### src/rtl/mic_consts.vh
// Purpose: Constants for the magnetometer interrupt and axis-enable block
// Assumes: 8-bit register port, byte offsets as the register map prints them
// Notes:   Every offset and every reset value but the status register's lives here, and every field position but the status threshold bits
`ifndef MIC_CONSTS_VH
`define MIC_CONSTS_VH

// Register offsets
`define MIC_ADDR_STATUS      8'h4a
`define MIC_ADDR_IRQ_EN      8'h4d
`define MIC_ADDR_PIN_AXIS    8'h4e
`define MIC_ADDR_LOW_THR     8'h4f
`define MIC_ADDR_HIGH_THR    8'h50

// Reset values
`define MIC_RST_IRQ_EN       8'h3f
`define MIC_RST_PIN_AXIS     8'h07
`define MIC_RST_LOW_THR      8'h00
`define MIC_RST_HIGH_THR     8'h00

// Interrupt enable fields
`define MIC_IE_OVERRUN       7
`define MIC_IE_OVERFLOW      6
`define MIC_IE_HIGH_LSB      3
`define MIC_IE_LOW_LSB       0

// Pin and axis fields
`define MIC_PA_READY_EN      7
`define MIC_PA_INT_EN        6
`define MIC_PA_CHAN_Z        5
`define MIC_PA_CHAN_LSB      3
`define MIC_PA_READY_POL     2
`define MIC_PA_LATCH         1
`define MIC_PA_INT_POL       0

// Status fields
`define MIC_ST_OVERRUN       7
`define MIC_ST_OVERFLOW      6

`endif

### src/rtl/mic_axis_cmp.v
// Purpose: Per-axis threshold compare against the held axis value
// Assumes: Axis value is the signed top byte of the field data
// Notes:   Result is registered, one cycle after the done pulse
`timescale 1ns/1ns
`default_nettype none

module mic_axis_cmp #(
  parameter DATA_W = 13
) (
  input  wire              clk,
  input  wire              srst,
  input  wire              done,
  input  wire [DATA_W-1:0] value,
  input  wire [7:0]        lower_limit_value,
  input  wire [7:0]        upper_limit_value,
  output reg               below,
  output reg               above
);

  // Compare scale: top byte of the signed field word
  wire signed [7:0] top = value[DATA_W-1:DATA_W-8];

  // Evaluated once per finished measurement cycle
  always @(posedge clk) begin
    if (srst) begin
      below <= 1'b0;
      above <= 1'b0;
    end else if (done) begin
      below <= (top < $signed(lower_limit_value));
      above <= (top > $signed(upper_limit_value));
    end
  end

endmodule

`default_nettype wire

### src/rtl/mic_top.v
// Contract
// - Overrun flag reports only while overrun enable bit 7 is set; resets off.
// - Overflow enable bit 6 routes the overflow flag to the interrupt pin.
// - High-threshold enables z,y,x at bits 5..3, active low, reset 1.
// - Low-threshold enables z,y,x at bits 2..0, active low, reset 1.
// - A disabled channel keeps its last field value unchanged.
// - Disabled z channel stops resistance measurement; resistance output reads zero.
// - Threshold interrupts on disabled axes keep using the last value.
// - Ready pin shows data-ready only while ready pin enable is set.
// - Interrupt pin shows interrupt status only while interrupt pin enable set.
// - Channel enables z,y,x active low, reset 0; z also gates resistance.
// - Ready pin polarity bit: 0 active low, 1 active high, reset 1.
// - Interrupt pin polarity bit: 1 active high, 0 active low, reset 1.
// - Host-writable 8-bit low threshold register compares low interrupts.
// - Status register: overrun, overflow, high z,y,x, low z,y,x.
// - Host-writable 8-bit high threshold register compares high interrupts.
//
// Purpose: Magnetometer interrupt configuration, axis enables, pin mapping
// Assumes: Sensor core supplies raw axis data, done pulse and event pulses
// Notes:   Register port is a simple byte port with write and read strobes
`timescale 1ns/1ns
`default_nettype none
`include "mic_consts.vh"

module mic_top #(
  parameter DATA_W = 13,
  parameter RES_W  = 14
) (
  input  wire              clk,
  input  wire              srst,
  // Register port
  input  wire [7:0]        reg_addr,
  input  wire              reg_wr,
  input  wire              reg_rd,
  input  wire [7:0]        reg_wdata,
  output reg  [7:0]        reg_rdata,
  // Sensor core side
  input  wire              meas_done,
  input  wire [DATA_W-1:0] raw_x,
  input  wire [DATA_W-1:0] raw_y,
  input  wire [DATA_W-1:0] raw_z,
  input  wire [RES_W-1:0]  raw_res,
  input  wire              overrun_evt,
  input  wire              overflow_evt,
  input  wire              ready_set,
  // Held data, channel enables
  output reg  [DATA_W-1:0] data_x,
  output reg  [DATA_W-1:0] data_y,
  output reg  [DATA_W-1:0] data_z,
  output reg  [RES_W-1:0]  data_res,
  output reg  [2:0]        chan_run,
  output reg               res_run,
  // Pins
  output reg               sample_ready_pin,
  output reg               int_pin
);

  ////////////////////////////////////////////////////////////////////////////
  // Registers
  reg [7:0] mag_irq_enable_ctrl;
  reg [7:0] mag_pin_axis_ctrl;
  reg [7:0] lower_limit_value;
  reg [7:0] upper_limit_value;
  reg [7:0] status;
  reg       ready_flag;
  reg       int_hold;
  reg       cmp_valid;

  wire [2:0] high_on = ~mag_irq_enable_ctrl[`MIC_IE_HIGH_LSB+2:`MIC_IE_HIGH_LSB];
  wire [2:0] low_on  = ~mag_irq_enable_ctrl[`MIC_IE_LOW_LSB+2:`MIC_IE_LOW_LSB];
  wire [2:0] chan_on = ~mag_pin_axis_ctrl[`MIC_PA_CHAN_LSB+2:`MIC_PA_CHAN_LSB];
  wire       st_read = reg_rd && (reg_addr == `MIC_ADDR_STATUS);

  // Host writes to the two control registers and both thresholds
  always @(posedge clk) begin
    if (srst) begin
      mag_irq_enable_ctrl <= `MIC_RST_IRQ_EN;
      mag_pin_axis_ctrl   <= `MIC_RST_PIN_AXIS;
      lower_limit_value   <= `MIC_RST_LOW_THR;
      upper_limit_value   <= `MIC_RST_HIGH_THR;
    end else if (reg_wr) begin
      case (reg_addr)
        `MIC_ADDR_IRQ_EN:   mag_irq_enable_ctrl <= reg_wdata;
        `MIC_ADDR_PIN_AXIS: mag_pin_axis_ctrl   <= reg_wdata;
        `MIC_ADDR_LOW_THR:  lower_limit_value   <= reg_wdata;
        `MIC_ADDR_HIGH_THR: upper_limit_value   <= reg_wdata;
        default: ;
      endcase
    end
  end

  // Registered read data; unmapped addresses read zero
  always @(posedge clk) begin
    if (srst) begin
      reg_rdata <= 8'h00;
    end else if (reg_rd) begin
      case (reg_addr)
        `MIC_ADDR_STATUS:   reg_rdata <= status;
        `MIC_ADDR_IRQ_EN:   reg_rdata <= mag_irq_enable_ctrl;
        `MIC_ADDR_PIN_AXIS: reg_rdata <= mag_pin_axis_ctrl;
        `MIC_ADDR_LOW_THR:  reg_rdata <= lower_limit_value;
        `MIC_ADDR_HIGH_THR: reg_rdata <= upper_limit_value;
        default:            reg_rdata <= 8'h00;
      endcase
    end
  end

  ////////////////////////////////////////////////////////////////////////////
  // Measurement data hold

  // Disabled channels keep their last value; the core never overwrites them
  always @(posedge clk) begin
    if (srst) begin
      data_x   <= {DATA_W{1'b0}};
      data_y   <= {DATA_W{1'b0}};
      data_z   <= {DATA_W{1'b0}};
      data_res <= {RES_W{1'b0}};
      chan_run <= 3'h7;
      res_run  <= 1'b1;
    end else begin
      chan_run <= chan_on;
      res_run  <= chan_on[2];
      if (meas_done && chan_on[0]) data_x <= raw_x;
      if (meas_done && chan_on[1]) data_y <= raw_y;
      if (meas_done && chan_on[2]) data_z <= raw_z;
      if (!chan_on[2])
        data_res <= {RES_W{1'b0}};
      else if (meas_done)
        data_res <= raw_res;
    end
  end

  ////////////////////////////////////////////////////////////////////////////
  // Threshold compare, one instance per axis
  wire [DATA_W-1:0] held [0:2];
  wire [2:0]        below;
  wire [2:0]        above;
  assign held[0] = data_x;
  assign held[1] = data_y;
  assign held[2] = data_z;

  // Compares the held value, so disabled axes still use their last sample
  genvar g;
  generate
    for (g = 0; g < 3; g = g + 1) begin : g_axis
      mic_axis_cmp #(
        .DATA_W (DATA_W)
      ) u_cmp (
        .clk               (clk),
        .srst              (srst),
        .done              (cmp_valid),
        .value             (held[g]),
        .lower_limit_value (lower_limit_value),
        .upper_limit_value (upper_limit_value),
        .below             (below[g]),
        .above             (above[g])
      );
    end
  endgenerate

  // Compare strobe runs one cycle after data capture; result a cycle later
  reg res_valid;
  always @(posedge clk) begin
    if (srst) begin
      cmp_valid <= 1'b0;
      res_valid <= 1'b0;
    end else begin
      cmp_valid <= meas_done;
      res_valid <= cmp_valid;
    end
  end

  ////////////////////////////////////////////////////////////////////////////
  // Status flags: sticky, cleared by a status read; a new event wins
  wire [7:0] ev;
  assign ev[`MIC_ST_OVERRUN]  = overrun_evt && mag_irq_enable_ctrl[`MIC_IE_OVERRUN];
  assign ev[`MIC_ST_OVERFLOW] = overflow_evt;
  assign ev[5:3] = {3{res_valid}} & above & high_on;
  assign ev[2:0] = {3{res_valid}} & below & low_on;

  always @(posedge clk) begin
    if (srst) begin
      status <= 8'h00;
    end else begin
      status <= (st_read ? 8'h00 : status) | ev;
    end
  end

  // Condition seen by the pin: threshold flags plus overflow if routed
  wire cond = (|status[5:0] & ~status[`MIC_ST_OVERFLOW] & 1'b1) | (|status[5:0])
            | (status[`MIC_ST_OVERFLOW] & mag_irq_enable_ctrl[`MIC_IE_OVERFLOW]);
  wire ev_int = (|ev[5:0])
              | (ev[`MIC_ST_OVERFLOW] & mag_irq_enable_ctrl[`MIC_IE_OVERFLOW]);

  // Latched mode holds until a status read; a fresh event still wins
  always @(posedge clk) begin
    if (srst)
      int_hold <= 1'b0;
    else if (ev_int)
      int_hold <= 1'b1;
    else if (st_read)
      int_hold <= 1'b0;
  end

  // Data-ready flag, set by the core, cleared on a status read
  always @(posedge clk) begin
    if (srst)
      ready_flag <= 1'b0;
    else if (ready_set)
      ready_flag <= 1'b1;
    else if (st_read)
      ready_flag <= 1'b0;
  end

  ////////////////////////////////////////////////////////////////////////////
  // Output pins; disabled pins sit at their inactive level
  wire int_act = mag_pin_axis_ctrl[`MIC_PA_LATCH] ? int_hold : cond;
  wire int_lvl = mag_pin_axis_ctrl[`MIC_PA_INT_EN] & int_act;
  wire rdy_lvl = mag_pin_axis_ctrl[`MIC_PA_READY_EN] & ready_flag;

  always @(posedge clk) begin
    if (srst) begin
      int_pin          <= 1'b0;
      sample_ready_pin <= 1'b0;
    end else begin
      int_pin          <= ~(int_lvl ^ mag_pin_axis_ctrl[`MIC_PA_INT_POL]);
      sample_ready_pin <= ~(rdy_lvl ^ mag_pin_axis_ctrl[`MIC_PA_READY_POL]);
    end
  end

endmodule

`default_nettype wire

### config.mk
export PLATFORM = sky130hd
export DESIGN_NAME = mic_top
export DESIGN_NICKNAME = d
export VERILOG_FILES = /design/src/rtl/mic_axis_cmp.v /design/src/rtl/mic_top.v
export VERILOG_INCLUDE_DIRS = /design/src /design/src/rtl
export SDC_FILE = /design/constraint.sdc
export NUM_CORES = 1
export LEC_CHECK = 0
export BUFFER_PORTS_ARGS = -buffer_cell sky130_fd_sc_hd__buf_2
export CAP_MARGIN = 20
export CORE_ASPECT_RATIO = 2
export CORE_MARGIN = 8
export CORE_UTILIZATION = 35
export DETAILED_ROUTE_END_ITERATION = 12
export GPL_TIMING_DRIVEN = 0
export SLEW_MARGIN = 0
export SYNTH_ARGS = -nofsm -noshare
export SYNTH_HDL_FRONTEND = slang
export SYNTH_SLANG_ARGS = --single-unit
### constraint.sdc
create_clock -name clk -period 1.9 [get_ports clk]
set_clock_uncertainty 0.05 [all_clocks]
set_input_delay 0.19 -clock clk [delete_from_list [all_inputs] [get_ports clk]]
set_output_delay 0.19 -clock clk [all_outputs]
set_load 0.005 [all_outputs]
# Word level (Yosys, flattened, before mapping)
# Cells that the tools add are included.
# classes
add_sub_neg	0
multipliers	0
div	0
order_cmp	6
eq_ne	5
n_shift	0
muxes	6
bitwise	22
n_reduce_logical	14
# op_table
op	count
$eq A8 B7 Y1 const B	5
$pmux W8 S5	1
$gt A8 B8 Y1	3
$lt A8 B8 Y1	3
$and A3 B3 Y3	4
$reduce_or A6 Y1	2
$not A3 Y3	3
$mux W8	1
$or A8 B8 Y8	1
$reduce_and A2 Y1	4
$and A1 B1 Y1	5
$logic_and A1 B1 Y1	5
$mux W1	4
$not A1 Y1	4
$reduce_bool A2 Y1	2
$or A1 B1 Y1	3
$reduce_or A2 Y1	1
$xor A1 B1 Y1	2
# word_totals
register_bits	117
latch_bits	0
ram_bits	0
romBits	0
inputBits	77
out_inout_bits	67
wordCells	77
memories	0

# Logic depth before layout (Yosys ltp)
# depth
ltp_word	8
depth_mapped	6
depth_no_buf	6

# Modules after synthesis
# From an unflattened synthesis, not the netlist that was laid out.
# unflattened
cells_unflattened	671
hier_area_um2	5652.9
# by_module_without_submodules
module	n_inst	cells_per_inst	area_each_um2	seq_area_each_um2
mic_top	1	485	4279.1	2202.1
mic_axis_cmp	3	62	457.9	40.0

# Worst setup path after synthesis
# OpenSTA, ideal clock, no wires.
# synth_timing
path_kind	register to register
startpoint	register lower_limit_value[5]
endpoint	register g_axis[1].u_cmp.below
setup_ns	0.091
arrival_time_ns	1.538
t_required_ns	1.759
slack_ns	0.221
path_stages_with_launch	7
path_buffers	0
synth_period_minus_slack_ns	1.679
path_cell_list	dfxtp_1 inv_1 ha_1 a21o_1 a2111oi_0 o31ai_1 a311oi_1
# synth_between
elab_chain_cells	1
# synth_rtl
element	line_no	source
start, declared	mic_top.v:62	reg [7:0] lower_limit_value;
start signal, assigned	mic_top.v:79	lower_limit_value <= `MIC_RST_LOW_THR;
start signal, assigned	mic_top.v:85	`MIC_ADDR_LOW_THR: lower_limit_value <= reg_wdata;
$lt A8 B8 Y1	mic_axis_cmp.v:29	below <= (top < $signed(lower_limit_value));
end signal, assigned	mic_axis_cmp.v:29	
end, declared	mic_axis_cmp.v:16	output reg below,
# Every way passes these cells.
# A chain may end at the register's enable or synchronous reset.

# Worst setup path in the final report
# layout_timing
startpoint	register upper_limit_value[3]
endpoint	register g_axis[0].u_cmp.above
# layout_between
elab_chain_cells	1
# layout_rtl
element	line_no	source
start, declared	mic_top.v:63	reg [7:0] upper_limit_value;
start signal, assigned	mic_top.v:80	upper_limit_value <= `MIC_RST_HIGH_THR;
start signal, assigned	mic_top.v:86	`MIC_ADDR_HIGH_THR: upper_limit_value <= reg_wdata;
$gt A8 B8 Y1	mic_axis_cmp.v:30	above <= (top > $signed(upper_limit_value));
end signal, assigned	mic_axis_cmp.v:30	
end, declared	mic_axis_cmp.v:17	output reg above
# Every way passes these cells.

==> metrics.cfg <==
[run_status]
outcome=complete, no violations

[timing]
worstMarginPinSlew_ps=873
period_needed_ps=1810
fin_tns_setup_ps=0
drv_slew=0
slew_headroom=0.413
fmax_mhz=552
hold_viol=0
whs_ps=31.8
fin_crit_sh=0.953
layout_setup_ws_ps=89.5
setup_viol=0
rsz0062_at_grt=false

[yosys]
ys_seq_area_frac=0.406
syn_inst=668
syn-cell-area_um2=5720
synth-edff-count=0
yosysWarnings=0
synth_ff_type=dfxtp_1
syn_area_per_cell_um2=8.57
async_flop_share=0
ys_ff_latch=116
synth_nets=790
synthDistinctLibCells=49

[critical_path]
r2r_cells=6
cp-end-kind=register
cp_max_fo=3
critPathTopFamily=simple AND/OR/NAND/NOR gates
crit_chain=inv_1, ha_1, a21oi_1, o22ai_1, or4_1, and3_1
crit_cells=6
cp.required_ps=2160
worst_ep_arrival_time_ps=2070
critPathLaunchType=register
cp_slowest_cell=or4_1
cpPeakStageDelay_ps=450
critPathKind=reg -> reg
crit_buf_inv=1

[floorplan]
core_area_um2=16100
start_util=0.355
io_pins=144
die_y_um=197
die_w_um=106
placementRows=66
die_area_um2=20900

[min_path]
hold_depth=3
min_path_type=in -> reg

[pwr]
p_total_mw=6.27
p_leak_nw=3.39
p_per_area_nw_per_um2=797
ir_drop_v=0.000736

[routing]
drt-total-wl_um=19500
met3_length_um=1380
drc=0
vias=5639
drtIter0Drc=286
via_per_inst=5.11
wl_met1_um=7830
post_drt_wl_per_cell_um=17.7
detail-route-antenna-nets=0
dr.max_layer_used=met4
first_pass_iters=5
routed-wl-met2_um=9820

[cts]
htreeDepth=4
cts_buffers=17
clockBufferDepth=2
clk_latency_ps=410
clkTransAtPathRegs_ps=60
cts_root_buffer=clkbuf_16
tritoncts=yes
clock_sinks=116

[final_layout]
finalNonFillerCells=1103
drive_gt1_frac=0.240
layout_common_cells=buf_2 (149), nand2_1 (123), dfxtp_1 (108), a21oi_1 (64)
syn2layout_area_growth_pct=37.5
nNetsFinal=1008
final_common_cell=buf_2
diodes=0

[place]
place_ws_ps=-126
routabilityCongestion=0.870
hpwl_um=14500
port_buffers=141
placedCellCount=1013

[grt]
grt_antenna_before_repair=0
grt_start_max_net_pins=17
grtUsageTotal=0.188
grt_pass1_vias=5915
overflow=0
grt_pass1_wl_um=30900

[run]
maxCapViolCount=0

[final cells by class]
type	instances	area [um^2]
fillers	1581	8240
multi-input cells	481	3160
flip-flops and latches	116	2330
repair buffers	199	1290
clock buffers	18	429
well taps	204	255
plain buffers	38	173
inverters	33	124
clock inverters	14	108
[per-layer routing]
metal / vias to the layer above / track usage
li1: 2761 / -
met2: 197 / 0.319
met1: 2653 / 0.211
met3: 28 / 0.0569
met5: - / 0
met4: 0 / 0.0856
[logic make-up (layout without fill, tap and decap cells)]
logic type / count (synthesis) / after routing / share of synthesized area
simple gates: 265 / 265 / 0.219
compound gates: 126 / 126 / 0.145
flops: 116 / 116 / 0.406
buf+inv: 71 / 302 / 0.0518
fa+ha+maj: 45 / 45 / 0.0984
mux: 43 / 43 / 0.0770
xor+xnor: 2 / 2 / 0.00306
[metrics by stage]
step | instance area [um^2] | utilization
2_1_floorplan | 5720 | -
3_3_place_gp | 6680 | 0.415
3_5_place_dp | 6680 | 0.415
4_1_cts | 7810 | 0.485
5_1_grt | 7870 | 0.488
6_report | 7870 | 0.488
[final timing paths]
path / startpoint / endpoint / slack, ps
min reg2reg: data_z[2] / data_z[2] / 400
min: reg_wdata[5] / upper_limit_value[5] / 30
max: upper_limit_value[3] / g_axis[0].u_cmp.above / 90
max reg2reg: upper_limit_value[3] / g_axis[0].u_cmp.above / 90
[power breakdown]
group | total, mW | switching [mW] | internal (mW)
combinational | 0.767 | 0.386 | 0.381
sequential | 2.60 | 0.0773 | 2.52
clock | 2.90 | 1.23 | 1.67
total | 6.27 | 1.69 | 4.58
[flip-flops by register name, summed over array words and instances, names as in the netlist, 8 cells and up]
signal               flops
reg_rdata                8
mag_irq_enable_ctrl      8
mag_pin_axis_ctrl        8
upper_limit_value        8
data_x                  13
lower_limit_value        8
data_z                  13
data_y                  13
data_res                14
status                   8
[synthesized netlist by cell type (4+ instances only)]
master | number | area (um^2)
nand2_1 | 123 | 462
dfxtp_1 | 116 | 2320
a21oi_1 | 64 | 320
nor2_1 | 58 | 218
ha_1 | 45 | 563
mux2i_1 | 35 | 350
inv_1 | 33 | 124
nand2b_1 | 30 | 188
clkbuf_1 | 23 | 86.3
nor2b_1 | 13 | 81.3
a311oi_1 | 12 | 105
nand3_1 | 10 | 50.1
a311o_1 | 8 | 80.1
buf_2 | 8 | 40.0
mux2_2 | 8 | 90.1
a2111oi_0 | 6 | 52.6
a32oi_1 | 6 | 52.6
nor3_1 | 6 | 30.0
o21ai_0 | 6 | 30.0
a21o_1 | 4 | 30.0
nand4_1 | 4 | 25.0
o31ai_1 | 4 | 30.0
[worst min-delay path, cell delays in order]
cell,delay [ps]
buf_2,140
nand3_1,70
a21oi_1,50
[repair_timing]
item                                    in CTS  in global routing
pin swaps                                    0                  4
gates resized for setup                      6                 16
hold buffers                                58                  0
setup buffers                                0                  0
endpoints found under the setup margin       4                  5
hold endpoints to repair                    58                  0
(Power assumes the default switching activity.)
